### src/logic/imc_defines.svh
`ifndef IMC_DEFINES_SVH
`define IMC_DEFINES_SVH

// Data path widths and transmit buffer depth.
`define IMC_DATA_W 8
`define IMC_FIFO_DEPTH 8
// Baud generator width and its reset value.
`define IMC_BRG_W 16
`define IMC_BRG_RST 16'h0000
// Each bit on the bus is cut into four baud ticks.
`define IMC_PH_LAST 2'h3
`define IMC_BIT_FIRST 3'h7
// First byte pattern that marks a 10-bit address.
`define IMC_TENBIT_PFX 5'h1E

`endif

### src/logic/imc_pkg.sv
package imc_pkg;

  typedef enum logic [2:0] {
    IMC_IDLE = 3'b000,
    IMC_START = 3'b001,
    IMC_BYTE = 3'b010,
    IMC_ACK = 3'b011,
    IMC_STOP = 3'b100,
    IMC_HALT = 3'b101
  } imc_state_e;

  typedef struct packed {
    logic controllerOn;
    logic txIrqEnable;
    logic baudTimerIrqEnable;
    logic nakRequest;
  } imc_ctrl_s;

  typedef struct packed {
    logic txHoldingEmpty;
    logic rxHoldingFull;
    logic nackIrqFlag;
    logic ackStatus;
    logic startPending;
    logic stopPending;
    logic readMode;
    logic busy;
  } imc_status_s;

endpackage

### src/logic/imc_fifo.sv
`timescale 1ns/100ps
`default_nettype none
module imc_fifo #(
  parameter int W = 8,
  parameter int D = 8
) (
  // Clock and reset
  input wire logic mclk,
  input wire logic rst_n,
  input wire logic flush,
  // Fill side
  input wire logic inValid,
  output logic inReady,
  input wire logic [W-1:0] inData,
  // Drain side; data appear in outData one cycle after the pop
  output logic outValid,
  input wire logic outReady,
  output logic [W-1:0] outData
);

  localparam int AW = $clog2(D);

  logic [W-1:0] mem [D];
  logic [AW-1:0] wrPtr_reg;
  logic [AW-1:0] rdPtr_reg;
  logic [AW:0] count_reg;
  logic push;
  logic pop;

  assign inReady = (count_reg != D[AW:0]);
  assign outValid = (count_reg != '0);
  assign push = inValid && inReady;
  assign pop = outValid && outReady;

  always_ff @(posedge mclk) begin
    if (push) begin
      mem[wrPtr_reg] <= inData;
    end
  end

  always_ff @(posedge mclk) begin
    if (!rst_n || flush) begin
      wrPtr_reg <= '0;
      rdPtr_reg <= '0;
      count_reg <= '0;
    end else begin
      if (push) begin
        wrPtr_reg <= AW'(wrPtr_reg + 1'b1);
      end
      if (pop) begin
        rdPtr_reg <= AW'(rdPtr_reg + 1'b1);
      end
      count_reg <= (AW + 1)'(count_reg + push - pop);
    end
  end

  always_ff @(posedge mclk) begin
    if (!rst_n) begin
      outData <= '0;
    end else if (pop) begin
      outData <= mem[rdPtr_reg];
    end
  end

endmodule // imc_fifo
`default_nettype wire

### src/logic/imc_master.sv
// How it works
// - Transmit interrupt needs empty flag and enable.
// - Empty flag sets on enable and first bits.
// - Data write clears the empty flag.
// - Stall at acknowledge while nothing to send.
// - Disabled controller uses baud generator as timer.
// - Empty flag visible regardless of interrupt enable.
// - DMA requests only with transmit interrupt enabled.
// - Early not-acknowledge flags and halts until request.
// - Low SDA in acknowledge sets ack status.
// - Not-acknowledge sets flag, clears ack status.
// - Stop after not-acknowledge clears stop, flag.
// - Transmit interrupt at start of first data bit.
// - Pending request suppresses last-byte not-acknowledge.
// - Finish with stop or restart, clear request.
// - Read byte answers not-acknowledge on refusal request or pending stop/start.
// - Status exposes empty, full and not-acknowledge.
`timescale 1ns/100ps
`default_nettype none
`include "imc_defines.svh"
module imc_master (
  // Clock and reset
  input wire logic mclk,
  input wire logic rst_n,
  // Software control
  input wire imc_pkg::imc_ctrl_s ctrl,
  input wire logic [`IMC_BRG_W-1:0] baudDivisor,
  input wire logic startSet,
  input wire logic stopSet,
  input wire logic flushSet,
  // Transmit data
  input wire logic dataWrite,
  input wire logic [`IMC_DATA_W-1:0] dataIn,
  output logic dataWrReady,
  // Receive data
  input wire logic rxRead,
  output logic [`IMC_DATA_W-1:0] rxData,
  // Status and requests
  output imc_pkg::imc_status_s status,
  output logic irq,
  output logic dmaTxReq,
  // Bus pins, open drain
  input wire logic sclIn,
  output logic sclOut,
  output logic sclOe,
  input wire logic sdaIn,
  output logic sdaOut,
  output logic sdaOe
);

  ////////////////////////////////////////////////////////////////////////////
  imc_pkg::imc_state_e state_reg;
  logic [1:0] phase_reg;
  logic [2:0] bitCnt_reg;
  logic [`IMC_DATA_W-1:0] shift_reg;
  logic addrByte_reg;
  logic readMode_reg;
  logic loadPend_reg;
  logic sclOe_reg;
  logic sdaOe_reg;
  logic [`IMC_BRG_W-1:0] brgCnt_reg;
  logic baudIrq_reg;
  logic onPrev_reg;
  logic txEmpty_reg;
  logic rxFull_reg;
  logic nack_reg;
  logic ack_reg;
  logic startReq_reg;
  logic stopReq_reg;
  logic [2:0] sclSync_reg;
  logic [2:0] sdaSync_reg;
  logic sclF_reg;
  logic sdaF_reg;
  logic fifoValid;
  logic fifoPop;
  logic [`IMC_DATA_W-1:0] fifoData;
  logic tick;
  logic reqPending;
  logic rxByte;
  logic stall;
  logic firstBit;
  logic txEmptySet;
  logic ackSample;
  logic nackEvent;
  logic rxDone;
  logic startDone;
  logic stopDone;

  // A change on a pin counts once the last two stages agree.
  function automatic logic filt(input logic [2:0] s, input logic prev);
    return (s[1] == s[2]) ? s[2] : prev;
  endfunction

  ////////////////////////////////////////////////////////////////////////////
  imc_fifo #(
    .W(`IMC_DATA_W),
    .D(`IMC_FIFO_DEPTH)
  ) u_txFifo (
    .mclk(mclk),
    .rst_n(rst_n),
    .flush(flushSet),
    .inValid(dataWrite),
    .inReady(dataWrReady),
    .inData(dataIn),
    .outValid(fifoValid),
    .outReady(fifoPop),
    .outData(fifoData)
  );

  ////////////////////////////////////////////////////////////////////////////
  always_ff @(posedge mclk) begin
    if (!rst_n) begin
      sclSync_reg <= 3'h7;
      sdaSync_reg <= 3'h7;
      sclF_reg <= 1'b1;
      sdaF_reg <= 1'b1;
    end else begin
      sclSync_reg <= {sclSync_reg[1:0], sclIn};
      sdaSync_reg <= {sdaSync_reg[1:0], sdaIn};
      sclF_reg <= filt(sclSync_reg, sclF_reg);
      sdaF_reg <= filt(sdaSync_reg, sdaF_reg);
    end
  end

  // The generator reloads after reaching one, so it also serves as a
  // plain interval timer while the controller is switched off.
  always_ff @(posedge mclk) begin
    if (!rst_n) begin
      brgCnt_reg <= `IMC_BRG_RST;
      baudIrq_reg <= 1'b0;
    end else begin
      if (brgCnt_reg <= `IMC_BRG_W'(1)) begin
        brgCnt_reg <= baudDivisor;
      end else begin
        brgCnt_reg <= `IMC_BRG_W'(brgCnt_reg - 1'b1);
      end
      baudIrq_reg <= !ctrl.controllerOn && ctrl.baudTimerIrqEnable &&
        (brgCnt_reg == `IMC_BRG_W'(1));
    end
  end

  assign tick = ctrl.controllerOn && (brgCnt_reg == `IMC_BRG_W'(1));

  ////////////////////////////////////////////////////////////////////////////
  assign reqPending = startReq_reg || stopReq_reg;
  assign rxByte = readMode_reg && !addrByte_reg;
  // A read address byte needs no next transmit byte, so it never stalls.
  assign stall = state_reg == imc_pkg::IMC_ACK && phase_reg == 2'h0 &&
    !rxByte && !(addrByte_reg && readMode_reg) && !fifoValid &&
    !reqPending;
  assign firstBit = tick && state_reg == imc_pkg::IMC_BYTE &&
    phase_reg == 2'h0 && bitCnt_reg == `IMC_BIT_FIRST && !rxByte;
  assign txEmptySet = !fifoValid && ((ctrl.controllerOn && !onPrev_reg) ||
    (firstBit && (!addrByte_reg || !shift_reg[0] ||
    shift_reg[7:3] == `IMC_TENBIT_PFX)));
  assign ackSample = tick && state_reg == imc_pkg::IMC_ACK &&
    phase_reg == 2'h2 && !rxByte;
  assign nackEvent = ackSample && sdaF_reg && !reqPending;
  assign rxDone = tick && state_reg == imc_pkg::IMC_BYTE && rxByte &&
    phase_reg == `IMC_PH_LAST && bitCnt_reg == 3'h0;
  assign startDone = tick && state_reg == imc_pkg::IMC_START &&
    phase_reg == `IMC_PH_LAST && fifoValid;
  assign stopDone = tick && state_reg == imc_pkg::IMC_STOP &&
    phase_reg == `IMC_PH_LAST;
  // A refused byte leaves the next one buffered, so a halt loses nothing.
  assign fifoPop = startDone || (tick && state_reg == imc_pkg::IMC_ACK &&
    phase_reg == `IMC_PH_LAST && !reqPending && !sdaF_reg && !rxByte &&
    !(addrByte_reg && readMode_reg) && fifoValid);

  ////////////////////////////////////////////////////////////////////////////
  always_ff @(posedge mclk) begin
    if (!rst_n) begin
      state_reg <= imc_pkg::IMC_IDLE;
      phase_reg <= 2'h0;
      bitCnt_reg <= `IMC_BIT_FIRST;
      shift_reg <= '0;
      addrByte_reg <= 1'b0;
      readMode_reg <= 1'b0;
      loadPend_reg <= 1'b0;
      sclOe_reg <= 1'b0;
      sdaOe_reg <= 1'b0;
      rxData <= '0;
    end else if (!ctrl.controllerOn) begin
      state_reg <= imc_pkg::IMC_IDLE;
      phase_reg <= 2'h0;
      sclOe_reg <= 1'b0;
      sdaOe_reg <= 1'b0;
      loadPend_reg <= 1'b0;
    end else begin
      loadPend_reg <= fifoPop;
      if (loadPend_reg) begin
        shift_reg <= fifoData;
      end
      if (tick && !stall) begin
        phase_reg <= 2'(phase_reg + 1'b1);
        case (state_reg)
          imc_pkg::IMC_IDLE: begin
            phase_reg <= 2'h0;
            if (startReq_reg && fifoValid) begin
              state_reg <= imc_pkg::IMC_START;
            end
          end
          imc_pkg::IMC_START: begin
            case (phase_reg)
              2'h0: begin
                sdaOe_reg <= 1'b0;
                sclOe_reg <= 1'b0;
              end
              2'h1: sdaOe_reg <= 1'b1;
              2'h2: sclOe_reg <= 1'b1;
              default: begin
                // Holds here until the address byte is in the buffer.
                if (!fifoValid) begin
                  phase_reg <= phase_reg;
                end else begin
                  state_reg <= imc_pkg::IMC_BYTE;
                  bitCnt_reg <= `IMC_BIT_FIRST;
                  addrByte_reg <= 1'b1;
                end
              end
            endcase
          end
          imc_pkg::IMC_BYTE: begin
            case (phase_reg)
              2'h0: sdaOe_reg <= !rxByte && !shift_reg[bitCnt_reg];
              2'h1: sclOe_reg <= 1'b0;
              2'h2: begin
                if (rxByte) begin
                  shift_reg[bitCnt_reg] <= sdaF_reg;
                end
              end
              default: begin
                sclOe_reg <= 1'b1;
                bitCnt_reg <= 3'(bitCnt_reg - 1'b1);
                if (bitCnt_reg == 3'h0) begin
                  state_reg <= imc_pkg::IMC_ACK;
                  if (addrByte_reg) begin
                    readMode_reg <= shift_reg[0];
                  end
                  if (rxByte) begin
                    rxData <= shift_reg;
                  end
                end
              end
            endcase
          end
          imc_pkg::IMC_ACK: begin
            case (phase_reg)
              // A read answers low unless this byte is to be the last.
              2'h0: sdaOe_reg <= rxByte && !ctrl.nakRequest &&
                !reqPending;
              2'h1: sclOe_reg <= 1'b0;
              2'h2: ;
              default: begin
                sclOe_reg <= 1'b1;
                sdaOe_reg <= 1'b0;
                bitCnt_reg <= `IMC_BIT_FIRST;
                if (addrByte_reg && readMode_reg) begin
                  addrByte_reg <= 1'b0;
                end
                if (sdaF_reg && !rxByte && !reqPending) begin
                  state_reg <= imc_pkg::IMC_HALT;
                end else if (stopReq_reg) begin
                  state_reg <= imc_pkg::IMC_STOP;
                end else if (startReq_reg) begin
                  state_reg <= imc_pkg::IMC_START;
                end else begin
                  state_reg <= imc_pkg::IMC_BYTE;
                  if (fifoPop) begin
                    addrByte_reg <= 1'b0;
                  end
                end
              end
            endcase
          end
          imc_pkg::IMC_STOP: begin
            case (phase_reg)
              2'h0: begin
                sclOe_reg <= 1'b1;
                sdaOe_reg <= 1'b1;
              end
              2'h1: sclOe_reg <= 1'b0;
              2'h2: sdaOe_reg <= 1'b0;
              default: begin
                state_reg <= imc_pkg::IMC_IDLE;
                readMode_reg <= 1'b0;
              end
            endcase
          end
          imc_pkg::IMC_HALT: begin
            phase_reg <= 2'h0;
            if (stopReq_reg) begin
              state_reg <= imc_pkg::IMC_STOP;
            end else if (startReq_reg) begin
              state_reg <= imc_pkg::IMC_START;
            end
          end
          default: state_reg <= imc_pkg::IMC_IDLE;
        endcase
      end
    end
  end

  ////////////////////////////////////////////////////////////////////////////
  // Hardware sets win over the clear in the same cycle.
  always_ff @(posedge mclk) begin
    if (!rst_n) begin
      onPrev_reg <= 1'b0;
      txEmpty_reg <= 1'b0;
    end else begin
      onPrev_reg <= ctrl.controllerOn;
      if (txEmptySet || flushSet) begin
        txEmpty_reg <= 1'b1;
      end else if (dataWrite) begin
        txEmpty_reg <= 1'b0;
      end
    end
  end

  always_ff @(posedge mclk) begin
    if (!rst_n) begin
      nack_reg <= 1'b0;
      ack_reg <= 1'b0;
      rxFull_reg <= 1'b0;
    end else begin
      if (nackEvent) begin
        nack_reg <= 1'b1;
      end else if (stopDone) begin
        nack_reg <= 1'b0;
      end
      if (ackSample) begin
        ack_reg <= !sdaF_reg;
      end
      if (rxDone) begin
        rxFull_reg <= 1'b1;
      end else if (rxRead) begin
        rxFull_reg <= 1'b0;
      end
    end
  end

  always_ff @(posedge mclk) begin
    if (!rst_n) begin
      startReq_reg <= 1'b0;
      stopReq_reg <= 1'b0;
    end else begin
      if (startSet) begin
        startReq_reg <= 1'b1;
      end else if (startDone) begin
        startReq_reg <= 1'b0;
      end
      if (stopSet) begin
        stopReq_reg <= 1'b1;
      end else if (stopDone) begin
        stopReq_reg <= 1'b0;
      end
    end
  end

  ////////////////////////////////////////////////////////////////////////////
  assign status = '{
    txHoldingEmpty: txEmpty_reg,
    rxHoldingFull: rxFull_reg,
    nackIrqFlag: nack_reg,
    ackStatus: ack_reg,
    startPending: startReq_reg,
    stopPending: stopReq_reg,
    readMode: readMode_reg,
    busy: state_reg != imc_pkg::IMC_IDLE
  };
  assign irq = (txEmpty_reg && ctrl.txIrqEnable) || nack_reg ||
    rxFull_reg || baudIrq_reg;
  assign dmaTxReq = txEmpty_reg && ctrl.txIrqEnable && dataWrReady;
  assign sclOut = 1'b0;
  assign sdaOut = 1'b0;
  assign sclOe = sclOe_reg;
  assign sdaOe = sdaOe_reg;
endmodule // imc_master
`default_nettype wire

### config.mk
export PLATFORM = sky130hd
export DESIGN_NAME = imc_master
export DESIGN_NICKNAME = d
export VERILOG_FILES = /design/src/logic/imc_pkg.sv /design/src/logic/imc_fifo.sv /design/src/logic/imc_master.sv
export VERILOG_INCLUDE_DIRS = /design/src /design/src/logic
export SDC_FILE = /design/constraint.sdc
export NUM_CORES = 1
export LEC_CHECK = 0
export BUFFER_PORTS_ARGS = -buffer_cell sky130_fd_sc_hd__buf_4
export CAP_MARGIN = 20
export CORE_MARGIN = 2
export CORE_UTILIZATION = 43
export CTS_CLUSTER_DIAMETER = 50
export DETAILED_ROUTE_END_ITERATION = 12
export MAX_ROUTING_LAYER = met4
export PLACE_DENSITY = 0.69
export SLEW_MARGIN = 20
export SYNTH_ARGS = -nofsm -noshare
export SYNTH_HDL_FRONTEND = slang
export SYNTH_HIERARCHICAL = 1
export SYNTH_SLANG_ARGS = --single-unit
### constraint.sdc
create_clock -name mclk -period 2.7 [get_ports mclk]
set_input_delay 0.135 -clock mclk [delete_from_list [all_inputs] [get_ports mclk]]
set_output_delay 0.135 -clock mclk [all_outputs]
set_load 0.02 [all_outputs]
==> flow_results.xml, run 1 <==
<?xml version="1.0" encoding="UTF-8"?>
<metrics>
  <group name="outcome">
    <metric name="run_status" unit="">finished, final reports clean</metric>
  </group>
  <group name="power">
    <metric name="p_int" unit="mW">4.153</metric>
    <metric name="power.ir.vdd_worst" unit="mV">0.9534</metric>
    <metric name="part_of_the_power_in_registers" unit="%">41.2</metric>
    <metric name="switchingPower" unit="mW">1.885</metric>
    <metric name="switching_share" unit="%">31.22</metric>
    <metric name="power.clock.fraction" unit="%">39.0</metric>
    <metric name="powerDensity" unit="mW/mm^2">719.9</metric>
    <metric name="power.leakage" unit="nW">3.057</metric>
    <metric name="design_power_total" unit="mW">6.038</metric>
    <metric name="share_comb_of_total_power" unit="%">19.8</metric>
  </group>
  <group name="cts">
    <metric name="cts.sink_count" unit="">139</metric>
    <metric name="clock_insertion_delay_worst_skew" unit="ns">0.43</metric>
    <metric name="cts_max_level" unit="">4</metric>
    <metric name="clock_tree_from_tritoncts" unit="">yes</metric>
    <metric name="root_buffer" unit="">sky130_fd_sc_hd__clkbuf_16</metric>
    <metric name="clk_path_buf_depth" unit="">2</metric>
    <metric name="numCtsBuffers" unit="">17</metric>
    <metric name="clk_pin_slew_worst_paths" unit="ns">0.07</metric>
  </group>
  <group name="synth">
    <metric name="synth.avg_cell_area" unit="sq um">10.92</metric>
    <metric name="synth_enable_flop_cells" unit="">64</metric>
    <metric name="sequential_area_share_after_synthesis" unit="%">50.31</metric>
    <metric name="yosysWarningCount" unit="">6</metric>
    <metric name="async_reset_ff_share" unit="%">0</metric>
    <metric name="yosys_most_used_dff" unit="">sky130_fd_sc_hd__dfxtp_1</metric>
    <metric name="mappedNetlistArea" unit="sq mm">0.006804</metric>
    <metric name="synthCells" unit="">623</metric>
    <metric name="synthDistinctLibCells" unit="">77</metric>
    <metric name="synth-seq-cells" unit="">139</metric>
  </group>
  <group name="floorplanning">
    <metric name="starting_density" unit="%">44.43</metric>
    <metric name="dieArea" unit="sq mm">0.01685</metric>
    <metric name="horiz_die_dim" unit="um">129.8</metric>
    <metric name="die_h" unit="um">129.8</metric>
    <metric name="fp-row-count" unit="">45</metric>
    <metric name="floorplan.io_pins" unit="">60</metric>
    <metric name="placeableCoreArea" unit="sq mm">0.01531</metric>
  </group>
  <group name="routing">
    <metric name="drt-initial-drc-count" unit="">431</metric>
    <metric name="firstDrtPassIters" unit="">5</metric>
    <metric name="post-route-drc-count" unit="">0</metric>
    <metric name="final_routed_wirelength_across_all_metal_layers" unit="um">16440</metric>
    <metric name="ant_nets" unit="">0</metric>
    <metric name="vias" unit="">5189</metric>
    <metric name="detail_route.wl_per_cell" unit="um">17.58</metric>
    <metric name="via_per_inst" unit="">5.550</metric>
  </group>
  <group name="sta">
    <metric name="fin_crit_sh" unit="%">96.04</metric>
    <metric name="hold_slack" unit="ns">0.007041</metric>
    <metric name="final_period_minus_worst_setup_slack" unit="ns">2.593</metric>
    <metric name="timing_worst_slew_pin_value" unit="ns">0.8317</metric>
    <metric name="max_freq" unit="MHz">385.6</metric>
    <metric name="setup_slack" unit="ns">0.1069</metric>
    <metric name="slew_violations" unit="">0</metric>
    <metric name="maxSlewHeadroom" unit="%">44.44</metric>
    <metric name="timing.final.setup_violations" unit="">0</metric>
    <metric name="worst_skew" unit="ns">0.01040</metric>
    <metric name="hold_violations" unit="">0</metric>
  </group>
  <group name="global_routing">
    <metric name="gr_util_all_layers" unit="%">20.99</metric>
    <metric name="grt_pass1_wl" unit="um">26090</metric>
    <metric name="initial_antenna_violation_count" unit="">0</metric>
    <metric name="maximum_number_of_pins_on_one_net_before_global_route_repair" unit="">33</metric>
    <metric name="grt_residual_overflow" unit="">0</metric>
    <metric name="grt_pass1_vias" unit="">5096</metric>
  </group>
  <group name="layout">
    <metric name="number_of_flip_flops_in_the_largest_register" unit="">64</metric>
    <metric name="final_layout_size_suffix_gt1_share" unit="%">21.69</metric>
    <metric name="regArea" unit="sq mm">0.003427</metric>
    <metric name="layout.cells.most_common" unit="">sky130_fd_sc_hd__buf_4</metric>
    <metric name="multi_input_logic_area" unit="sq mm">0.003054</metric>
    <metric name="final_cell_area" unit="sq mm">0.008388</metric>
    <metric name="diodes" unit="">0</metric>
    <metric name="layout.cells.most_common_list" unit="">92 x sky130_fd_sc_hd__buf_4, 72 x sky130_fd_sc_hd__dfxtp_1, 64 x sky130_fd_sc_hd__edfxtp_1, 56 x sky130_fd_sc_hd__nor2_1, 51 x sky130_fd_sc_hd__mux2i_1</metric>
    <metric name="layout_area_growth_over_synthesis" unit="%">23.28</metric>
    <metric name="layout.filler_cells" unit="">1319</metric>
    <metric name="nNetsFinal" unit="">766</metric>
  </group>
  <group name="critical_path">
    <metric name="critPathCaptureType" unit="">flop</metric>
    <metric name="worst-endpoint-arrival" unit="ns">2.90</metric>
    <metric name="worst_path_max_delay_cell" unit="">sky130_fd_sc_hd__dfxtp_2</metric>
    <metric name="criticalPathCategory" unit="">reg2reg</metric>
    <metric name="worst-endpoint-required" unit="ns">3.01</metric>
    <metric name="critical_path_peak_fanout" unit="">4</metric>
    <metric name="critPathMaxStageDelay" unit="ns">0.34</metric>
    <metric name="worst_r2r_path_depth" unit="">15</metric>
    <metric name="cp_cell_instances" unit="">inv_4 &gt; ha_4 &gt; nor4b_4 &gt; and2_4 &gt; and3_2 &gt; and3_4 &gt; nand2_4 &gt; inv_1 &gt; ha_1 &gt; inv_1 &gt; ha_1 &gt; a21o_1 &gt; a21oi_2 &gt; xnor2_1 &gt; nor2_1</metric>
    <metric name="cp-start-kind" unit="">flop</metric>
  </group>
  <group name="worst_hold_path">
    <metric name="timing.hold.worst.class" unit="">in2reg</metric>
    <metric name="count_of_cells_along_the_worst_hold_path" unit="">3</metric>
  </group>
  <group name="placed_design">
    <metric name="place.gp.congestion" unit="">0.9126</metric>
    <metric name="place.port_buffers" unit="">56</metric>
    <metric name="pre_cts_slack" unit="ns">0.01390</metric>
    <metric name="dpl-instance-area" unit="sq mm">0.007473</metric>
    <metric name="detailedPlacementHpwl" unit="um">11150</metric>
  </group>
  <group name="flow_run">
    <metric name="max_cap_violations" unit="">0</metric>
  </group>
</metrics>
## path summary, 6_finish.rpt
path,start,endpoint,slack (ns)
max,brgCnt_reg[1]$_SDFF_PN0_,u_txFifo/count_reg[3]$_SDFF_PP0_,0.11
min,flushSet,txEmpty_reg$_SDFFE_PN0P_,0.007
max reg2reg,brgCnt_reg[1]$_SDFF_PN0_,u_txFifo/count_reg[3]$_SDFF_PP0_,0.11
min reg2reg,sdaSync_reg[0]$_SDFF_PN1_,sdaSync_reg[1]$_SDFF_PN1_,0.41
## stage by stage
stage / TNS [ns] / cells / util [%]
6_report: 0 / 935 / 54.77
3_3_place_gp: 0 / 876 / 48.80
2_1_floorplan: 0 / 624 / -
3_5_place_dp: 0 / 876 / 48.80
5_1_grt: -0.003511 / 935 / 54.77
4_1_cts: 0 / 931 / 54.40
## power groups by stage
stage / sequential, mW / clock [mW] / combinational (mW)
final: 2.49 / 2.35 / 1.20
after global routing: 2.50 / 2.49 / 1.30
after CTS: 2.48 / 2.40 / 1.15
after detailed placement: 2.52 / 0 / 1.12
after global placement: 2.51 / 0 / 1.08
after floorplan: 2.49 / 0 / 0.807
## repair_timing
item	CTS	global route
endpoints found under the hold margin	79	0
pin swaps	0	1
gates resized for setup	2	8
hold buffers	23	0
endpoints found under the setup margin	2	3
setup buffers	0	4
## layout make-up
cell class	count	share of cell area (%)
Sequential cell	139	40.86
Clock buffer	17	5.072
Inverter	22	1.014
Clock inverter	15	2.282
Multi-Input combinational cell	415	36.41
Timing Repair Buffer	116	11.22
Tap cell	211	3.147
## worst max-delay path, delay by kind of cell (launching register included)
kind                       cells  cell delay, ns
buffers and inverters          3            0.21
AOI/OAI and AO/OA              2            0.31
adders and majority gates      3            0.57
and+or+nand+nor                6            0.91
xor gates and xnor gates       1            0.13
DFF                            1            0.34
## logic make-up after synthesis
| group | share of synthesized area (%) |
|---|---|
| AND/OR/NAND/NOR | 16.55 |
| XOR/XNOR | 2.317 |
| adder cells (fa/ha/maj) | 3.420 |
| buffers and inverters | 5.645 |
| multiplexers | 8.496 |
| other | 0.05511 |
| AO/OA/AOI/OAI | 13.20 |
| flip-flops | 50.31 |
## metal layers
metal | vias to the layer above | track usage, % | wire [um]
li1 | 2494 | - | -
met3 | 32 | 4.961 | 719
met4 | 0 | 8.918 | 380
met5 | - | - | 0
met1 | 2524 | 24.41 | 7250
met2 | 139 | 34.89 | 8086
## cell usage after synthesis, types with 16 or more instances
master | n | area share (%)
sky130_fd_sc_hd__nand3_1 | 17 | 1.3
sky130_fd_sc_hd__dfxtp_1 | 75 | 22
sky130_fd_sc_hd__edfxtp_1 | 64 | 28
sky130_fd_sc_hd__a21oi_1 | 24 | 1.8
sky130_fd_sc_hd__clkbuf_1 | 16 | 0.88
sky130_fd_sc_hd__nor2_1 | 56 | 3.1
sky130_fd_sc_hd__a22oi_1 | 16 | 1.8
sky130_fd_sc_hd__mux2i_1 | 51 | 7.5
sky130_fd_sc_hd__inv_1 | 21 | 1.2
sky130_fd_sc_hd__ha_1 | 17 | 3.1
sky130_fd_sc_hd__o21ai_0 | 16 | 1.2
sky130_fd_sc_hd__nand2_1 | 19 | 1.0
Note: power is estimated with default switching activity, not from simulation.
==> inputs of run 2 (changes only) <==
- SYNTH_HIERARCHICAL: 1 -> not set
==> run 2 against run 1 <==
Critical path depth fell by 6. Non-clock buffer count fell by 9. Hold slack improved by 0.0019 ns. Worst setup slack improved by 0.040 ns. Utilization fell by 0.52 points. Total power fell by 2.1%. Via count fell by 4.0%. Maximum frequency rose by 1.6%. Clock power rose by 2%. Largest power group unchanged. Highest routed layer unchanged.
==> flow_results.xml, run 2 <==
<?xml version="1.0" encoding="UTF-8"?>
<metrics>
  <group name="layout">
    <metric name="layout.cells.most_common" unit="">sky130_fd_sc_hd__buf_4</metric>
    <metric name="number_of_flip_flops_in_the_largest_register" unit="">64</metric>
    <metric name="multi_input_logic_area" unit="sq mm">0.003044</metric>
    <metric name="layout.cells.most_common_list" unit="">87 x sky130_fd_sc_hd__buf_4, 74 x sky130_fd_sc_hd__dfxtp_1, 72 x sky130_fd_sc_hd__nor2_1, 64 x sky130_fd_sc_hd__edfxtp_1, 32 x sky130_fd_sc_hd__a21oi_1</metric>
    <metric name="nNetsFinal" unit="">744</metric>
    <metric name="diodes" unit="">0</metric>
    <metric name="final_cell_area" unit="sq mm">0.008248</metric>
    <metric name="regArea" unit="sq mm">0.003425</metric>
    <metric name="layout_area_growth_over_synthesis" unit="%">23.15</metric>
    <metric name="final_layout_size_suffix_gt1_share" unit="%">23.65</metric>
    <metric name="layout.filler_cells" unit="">1261</metric>
  </group>
  <group name="sta">
    <metric name="setup_slack" unit="ns">0.1468</metric>
    <metric name="timing.final.setup_violations" unit="">0</metric>
    <metric name="fin_crit_sh" unit="%">94.56</metric>
    <metric name="final_period_minus_worst_setup_slack" unit="ns">2.553</metric>
    <metric name="hold_violations" unit="">0</metric>
    <metric name="slew_violations" unit="">0</metric>
    <metric name="worst_skew" unit="ns">0.006871</metric>
    <metric name="finalSetupTns" unit="ns">0</metric>
    <metric name="timing_worst_slew_pin_value" unit="ns">0.7583</metric>
    <metric name="max_freq" unit="MHz">391.7</metric>
    <metric name="maxSlewHeadroom" unit="%">48.98</metric>
  </group>
  <group name="placed_design">
    <metric name="detailedPlacementHpwl" unit="um">10600</metric>
    <metric name="place.port_buffers" unit="">56</metric>
    <metric name="pre_cts_slack" unit="ns">0.1335</metric>
    <metric name="dpl-instance-area" unit="sq mm">0.007396</metric>
    <metric name="place.gp.congestion" unit="">0.8956</metric>
  </group>
  <group name="global_routing">
    <metric name="grt_pass1_vias" unit="">4960</metric>
    <metric name="initial_antenna_violation_count" unit="">0</metric>
    <metric name="grt_pass1_wl" unit="um">25080</metric>
    <metric name="grt_residual_overflow" unit="">0</metric>
    <metric name="maximum_number_of_pins_on_one_net_before_global_route_repair" unit="">33</metric>
    <metric name="gr_util_all_layers" unit="%">20.12</metric>
  </group>
  <group name="routing">
    <metric name="firstDrtPassIters" unit="">5</metric>
    <metric name="post-route-drc-count" unit="">0</metric>
    <metric name="final_routed_wirelength_across_all_metal_layers" unit="um">15380</metric>
    <metric name="ant_nets" unit="">0</metric>
    <metric name="via_per_inst" unit="">5.594</metric>
    <metric name="drt-initial-drc-count" unit="">298</metric>
    <metric name="detail_route.wl_per_cell" unit="um">17.28</metric>
    <metric name="vias" unit="">4979</metric>
  </group>
  <group name="critical_path">
    <metric name="worst-endpoint-arrival" unit="ns">2.85</metric>
    <metric name="critPathCaptureType" unit="">flop</metric>
    <metric name="criticalPathCategory" unit="">reg2reg</metric>
    <metric name="cp-start-kind" unit="">flop</metric>
    <metric name="critical_path_peak_fanout" unit="">8</metric>
    <metric name="worst-endpoint-required" unit="ns">2.99</metric>
  </group>
  <group name="synth">
    <metric name="yosysMostFrequentCell" unit="">sky130_fd_sc_hd__dfxtp_1</metric>
    <metric name="synth_top_cell_area_share" unit="%">28.69</metric>
    <metric name="mappedNetlistArea" unit="sq mm">0.006698</metric>
    <metric name="synth-seq-cells" unit="">139</metric>
    <metric name="netlist.top_cell.by_area" unit="">sky130_fd_sc_hd__edfxtp_1</metric>
    <metric name="yosys_most_used_dff" unit="">sky130_fd_sc_hd__dfxtp_1</metric>
    <metric name="yosysWarningCount" unit="">0</metric>
    <metric name="synthDistinctLibCells" unit="">67</metric>
    <metric name="sequential_area_share_after_synthesis" unit="%">51.11</metric>
    <metric name="synth.top_cells.by_area" unit="">sky130_fd_sc_hd__edfxtp_1 29%, sky130_fd_sc_hd__dfxtp_1 22%, sky130_fd_sc_hd__mux4_2 5.4%</metric>
    <metric name="async_reset_ff_share" unit="%">0</metric>
    <metric name="netlist_top_cells_count" unit="">75 x sky130_fd_sc_hd__dfxtp_1, 72 x sky130_fd_sc_hd__nor2_1, 64 x sky130_fd_sc_hd__edfxtp_1, 32 x sky130_fd_sc_hd__a21oi_1, 31 x sky130_fd_sc_hd__nand2_1</metric>
    <metric name="synthCells" unit="">604</metric>
    <metric name="synth.avg_cell_area" unit="sq um">11.09</metric>
    <metric name="synth_enable_flop_cells" unit="">64</metric>
  </group>
  <group name="cts">
    <metric name="clk_path_buf_depth" unit="">2</metric>
    <metric name="numCtsBuffers" unit="">17</metric>
    <metric name="clock_tree_from_tritoncts" unit="">yes</metric>
    <metric name="cts.sink_count" unit="">139</metric>
    <metric name="root_buffer" unit="">sky130_fd_sc_hd__clkbuf_16</metric>
    <metric name="clock_insertion_delay_worst_skew" unit="ns">0.42</metric>
    <metric name="clk_pin_slew_worst_paths" unit="ns">0.06</metric>
    <metric name="cts_max_level" unit="">4</metric>
  </group>
  <group name="power">
    <metric name="design_power_total" unit="mW">5.912</metric>
    <metric name="powerDensity" unit="mW/mm^2">716.8</metric>
    <metric name="power.ir.vdd_worst" unit="mV">0.6765</metric>
    <metric name="power.leakage" unit="nW">3.086</metric>
  </group>
  <group name="floorplanning">
    <metric name="starting_density" unit="%">44.06</metric>
    <metric name="die_h" unit="um">128.8</metric>
    <metric name="floorplan.io_pins" unit="">60</metric>
    <metric name="placeableCoreArea" unit="sq mm">0.01520</metric>
    <metric name="fp-row-count" unit="">45</metric>
    <metric name="horiz_die_dim" unit="um">128.8</metric>
    <metric name="dieArea" unit="sq mm">0.01659</metric>
  </group>
  <group name="flow_run">
    <metric name="max_cap_violations" unit="">0</metric>
  </group>
  <group name="worst_hold_path">
    <metric name="timing.hold.worst.class" unit="">in2reg</metric>
  </group>
  <group name="outcome">
    <metric name="run_status" unit="">finished, final reports clean</metric>
  </group>
</metrics>
run 2: changes by cell type after synthesis, sizes merged, moves of 8 or more:
| cell | delta |
|---|---|
| mux2i | -21 |
| a22oi | -16 |
| nor2 | +16 |
| mux4 | +14 |
| buf | -11 |
| nand2 | +10 |
| nand3 | -10 |
| o311ai | +9 |
| o41ai | +9 |
| a21oi | +8 |
| mux2 | +8 |
run 2: timing repair:
item | CTS | global route
hold endpoints to repair | 78 | 0
setup buffers | 0 | 1
gates resized for setup | 0 | 7
endpoints found under the setup margin | 0 | 3
hold buffers | 20 | 0
run 2: cell type report:
class / count / area share, %
multi-input combinational: 403 / 36.91
timing repair buffer: 107 / 10.35
clock inverter: 15 / 2.260
inverter: 21 / 0.9557
tap: 188 / 2.852
sequential: 139 / 41.52
clock buffer: 17 / 5.158
run 2: worst max-delay path: stages, from the launching register on:
cell	delay [ns]
sky130_fd_sc_hd__dfxtp_2	0.37
sky130_fd_sc_hd__ha_2	0.20
sky130_fd_sc_hd__buf_4	0.10
sky130_fd_sc_hd__buf_4	0.10
sky130_fd_sc_hd__nor4b_1	0.29
sky130_fd_sc_hd__nand4_2	0.23
sky130_fd_sc_hd__or4_1	0.68
sky130_fd_sc_hd__buf_4	0.24
sky130_fd_sc_hd__mux2i_1	0.15
sky130_fd_sc_hd__nor2_1	0.06
run 2: logic make-up after synthesis:
family	after synthesis	synth area share, %
fa+ha+maj	18	3.475
buf+inv	63	4.203
compound gates	108	10.97
flops	139	51.11
simple gates	200	16.16
xor+xnor	19	2.485
mux	56	11.55
other cells	1	0.05599
run 2: path summary, 6_finish.rpt:
check / startpoint / endpoint / slack [ns] / cells after the start
setup / recovery: brgCnt_reg[0]$_SDFF_PN0_ / rxData[6]$_SDFFE_PN0P_ / 0.15 / 9
hold / removal: baudDivisor[0] / brgCnt_reg[0]$_SDFF_PN0_ / 0.009 / 3
setup reg to reg: brgCnt_reg[0]$_SDFF_PN0_ / rxData[6]$_SDFFE_PN0P_ / 0.15 / 9
hold reg to reg: sdaSync_reg[0]$_SDFF_PN1_ / sdaSync_reg[1]$_SDFF_PN1_ / 0.45 / 1
run 2: stage by stage:
| stage | cells | utilization (%) | hold WS (ns) |
|---|---|---|---|
| CTS | 889 | 53.99 | 0.003342 |
| finish | 890 | 54.26 | 0.008933 |
| global placement | 837 | 48.65 | 0.3280 |
| detailed placement | 837 | 48.65 | 0.3296 |
| floorplan | 605 | - | 0.2339 |
| global route | 890 | 54.26 | 0.01055 |
run 2: report_power, final:
part           total (mW)  switching, mW  internal [mW]
clock network        2.39          0.924           1.47
registers            2.49          0.165           2.33
logic                1.03          0.536          0.490
run 2: layer usage:
| layer | vias to the layer above | routed length (um) | GRT usage, % |
|---|---|---|---|
| li1 | 2398 | - | - |
| met1 | 2408 | 6492 | 24.20 |
| met2 | 147 | 7837 | 33.64 |
| met3 | 26 | 761 | 4.615 |
| met4 | 0 | 289 | 6.394 |
| met5 | - | 0 | - |
==> inputs of run 3 (changes only) <==
- CELL_PAD_IN_SITES_DETAIL_PLACEMENT: not set -> 0
- CELL_PAD_IN_SITES_GLOBAL_PLACEMENT: not set -> 1
- PLACE_DENSITY: 0.69 -> 0.82
==> run 3 against run 2 <==
Clock-buffer cell count did not move. Register-to-register slack got worse by 0.03 ns. Clock skew rose by 0.0055 ns. First-iteration DRC count rose by 7.0%. Sequential power barely moved. Worst setup slack got worse by 0.032 ns. Non-clock buffer count did not move. Wire length rose by 4.6%. Cell count did not move. Die area did not move. Sequential cell count did not move. Sequential share of layout area barely moved.
==> flow_results.xml, run 3 (synthesis results as in run 2) <==
<?xml version="1.0" encoding="UTF-8"?>
<metrics>
  <group name="layout">
    <metric name="layout_area_growth_over_synthesis" unit="%">22.96</metric>
    <metric name="layout.cells.most_common_list" unit="">88 x sky130_fd_sc_hd__buf_4, 75 x sky130_fd_sc_hd__dfxtp_1, 72 x sky130_fd_sc_hd__nor2_1, 64 x sky130_fd_sc_hd__edfxtp_1, 32 x sky130_fd_sc_hd__a21oi_1</metric>
    <metric name="layout.core_utilization" unit="%">54.17</metric>
    <metric name="diodes" unit="">0</metric>
    <metric name="final_layout_size_suffix_gt1_share" unit="%">23.93</metric>
    <metric name="nNetsFinal" unit="">744</metric>
    <metric name="number_of_flip_flops_in_the_largest_register" unit="">64</metric>
    <metric name="layout.cells.most_common" unit="">sky130_fd_sc_hd__buf_4</metric>
  </group>
  <group name="routing">
    <metric name="final_routed_wirelength_across_all_metal_layers" unit="um">16090</metric>
    <metric name="post-route-drc-count" unit="">0</metric>
    <metric name="firstDrtPassIters" unit="">7</metric>
    <metric name="drt-initial-drc-count" unit="">319</metric>
    <metric name="ant_nets" unit="">0</metric>
    <metric name="via_per_inst" unit="">5.702</metric>
    <metric name="vias" unit="">5075</metric>
    <metric name="detail_route.wl_per_cell" unit="um">18.08</metric>
  </group>
  <group name="sta">
    <metric name="timing.final.setup_violations" unit="">0</metric>
    <metric name="hold_violations" unit="">0</metric>
    <metric name="setup_repair_after_global_routing_missed_its_margin" unit="">false</metric>
    <metric name="slew_violations" unit="">0</metric>
    <metric name="hold_slack" unit="ns">0.01029</metric>
    <metric name="setup_slack" unit="ns">0.1144</metric>
    <metric name="max_freq" unit="MHz">386.8</metric>
    <metric name="final_period_minus_worst_setup_slack" unit="ns">2.586</metric>
    <metric name="finalSetupTns" unit="ns">0</metric>
    <metric name="fin_crit_sh" unit="%">95.76</metric>
    <metric name="timing_worst_slew_pin_value" unit="ns">0.8363</metric>
    <metric name="worst_skew" unit="ns">0.01237</metric>
    <metric name="maxSlewHeadroom" unit="%">44.17</metric>
  </group>
  <group name="power">
    <metric name="power.ir.vdd_worst" unit="mV">0.5911</metric>
    <metric name="design_power_total" unit="mW">5.839</metric>
    <metric name="powerDensity" unit="mW/mm^2">709.0</metric>
    <metric name="power.leakage" unit="nW">3.075</metric>
  </group>
  <group name="global_routing">
    <metric name="initial_antenna_violation_count" unit="">0</metric>
    <metric name="gr_util_all_layers" unit="%">21.08</metric>
    <metric name="grt_pass1_vias" unit="">5053</metric>
    <metric name="grt_pass1_wl" unit="um">26030</metric>
    <metric name="maximum_number_of_pins_on_one_net_before_global_route_repair" unit="">33</metric>
    <metric name="grt_residual_overflow" unit="">0</metric>
  </group>
  <group name="cts">
    <metric name="root_buffer" unit="">sky130_fd_sc_hd__clkbuf_16</metric>
    <metric name="numCtsBuffers" unit="">17</metric>
    <metric name="cts_max_level" unit="">4</metric>
    <metric name="clock_tree_from_tritoncts" unit="">yes</metric>
    <metric name="cts.sink_count" unit="">139</metric>
    <metric name="clk_path_buf_depth" unit="">2</metric>
    <metric name="clk_pin_slew_worst_paths" unit="ns">0.06</metric>
    <metric name="postCtsSetupRepairBufs" unit="">0</metric>
    <metric name="clock_insertion_delay_worst_skew" unit="ns">0.43</metric>
  </group>
  <group name="floorplanning">
    <metric name="die_h" unit="um">128.8</metric>
    <metric name="horiz_die_dim" unit="um">128.8</metric>
    <metric name="dieArea" unit="sq mm">0.01659</metric>
    <metric name="fp-row-count" unit="">45</metric>
    <metric name="placeableCoreArea" unit="sq mm">0.01520</metric>
    <metric name="floorplan.io_pins" unit="">60</metric>
    <metric name="starting_density" unit="%">44.06</metric>
  </group>
  <group name="worst_hold_path">
    <metric name="timing.hold.worst.class" unit="">in2reg</metric>
    <metric name="count_of_cells_along_the_worst_hold_path" unit="">3</metric>
  </group>
  <group name="flow_run">
    <metric name="max_cap_violations" unit="">0</metric>
  </group>
  <group name="placed_design">
    <metric name="place.port_buffers" unit="">56</metric>
    <metric name="detailedPlacementHpwl" unit="um">10910</metric>
    <metric name="place.gp.congestion" unit="">0.8920</metric>
    <metric name="pre_cts_slack" unit="ns">0.01937</metric>
  </group>
  <group name="critical_path">
    <metric name="cp_top_family" unit="">adder cells</metric>
    <metric name="critPathCaptureType" unit="">flop</metric>
    <metric name="cp-start-kind" unit="">flop</metric>
    <metric name="cp_cell_instances" unit="">or2_2 &gt; o41ai_2 &gt; and4_4 &gt; ha_1 &gt; inv_1 &gt; ha_1 &gt; inv_1 &gt; fa_1 &gt; xor2_1 &gt; nor2_1</metric>
    <metric name="worst_path_max_delay_cell" unit="">sky130_fd_sc_hd__fa_1</metric>
    <metric name="worst-endpoint-required" unit="ns">3.00</metric>
    <metric name="critical_path_peak_fanout" unit="">5</metric>
    <metric name="worst_r2r_path_depth" unit="">10</metric>
    <metric name="worst-path-stages" unit="">10</metric>
    <metric name="criticalPathCategory" unit="">reg2reg</metric>
    <metric name="worstPathBufferInverterCount" unit="">2</metric>
    <metric name="worst-endpoint-arrival" unit="ns">2.88</metric>
    <metric name="critPathMaxStageDelay" unit="ns">0.40</metric>
  </group>
  <group name="outcome">
    <metric name="run_status" unit="">finished, final reports clean</metric>
  </group>
</metrics>
-- run 3: cell types whose count changed in the layout (fill, tap and decap cells not counted), sizes merged --
cell         delta
inv             +2
clkinvlp        +1
buf             +1
bufinv          -3
dlygate4sd3     -1
-- run 3: final timing paths --
path | end | startpoint | slack (ns)
hold reg to reg | sdaSync_reg[1]$_SDFF_PN1_ | sdaSync_reg[0]$_SDFF_PN1_ | 0.46
setup / recovery | u_txFifo.count_reg[2]$_SDFF_PP0_ | stopReq_reg$_SDFFE_PN0P_ | 0.11
setup reg to reg | u_txFifo.count_reg[2]$_SDFF_PP0_ | stopReq_reg$_SDFFE_PN0P_ | 0.11
hold / removal | brgCnt_reg[13]$_SDFF_PN0_ | baudDivisor[13] | 0.01
-- run 3: stage by stage --
step,cell area [sq um],std cells
floorplan,6731,605
CTS,8212,890
finish,8235,890
global placement,7411,839
global route,8235,890
detailed placement,7411,839
-- run 3: cell type report --
type	count	area, sq um
clock inverters	15	176.4
fillers	1280	6967
well taps	188	235.2
repair buffers	107	850.8
multi-input cells	403	3045
flip-flops and latches	139	3423
inverters	21	78.83
clock buffers	17	425.4
-- run 3: layer usage --
layer,track usage [%],up-vias,part of all wire [%]
met1,25.68,2483,43
met5,-,-,0
met3,4.740,27,4.4
met2,34.42,153,51
li1,-,2412,-
met4,7.801,0,2.1
-- run 3: worst reg2reg max path: cells and delay by family (launching register included) --
| family | cells | cell delay, ns |
|---|---|---|
| AND/OR/NAND/NOR | 3 | 0.71 |
| XOR/XNOR | 1 | 0.17 |
| AO/OA/AOI/OAI | 1 | 0.38 |
| buffers and inverters | 2 | 0.12 |
| flip-flops | 1 | 0.31 |
| adder cells (fa/ha/maj) | 3 | 0.78 |
-- run 3: power by group --
part / leakage (nW) / switching [mW] / internal (mW)
Sequential: 1.19 / 0.167 / 2.33
Clock: 0.286 / 1.05 / 1.25
Combinational: 1.60 / 0.561 / 0.489
Total: 3.07 / 1.78 / 4.06
-- run 3: timing repair --
action                                  CTS  global route
gates cloned                              0             0
hold buffers                             19             0
endpoints found under the setup margin    2             3
pin swaps                                 0             0
gates resized for setup                   1             6
endpoints found under the hold margin    79             0
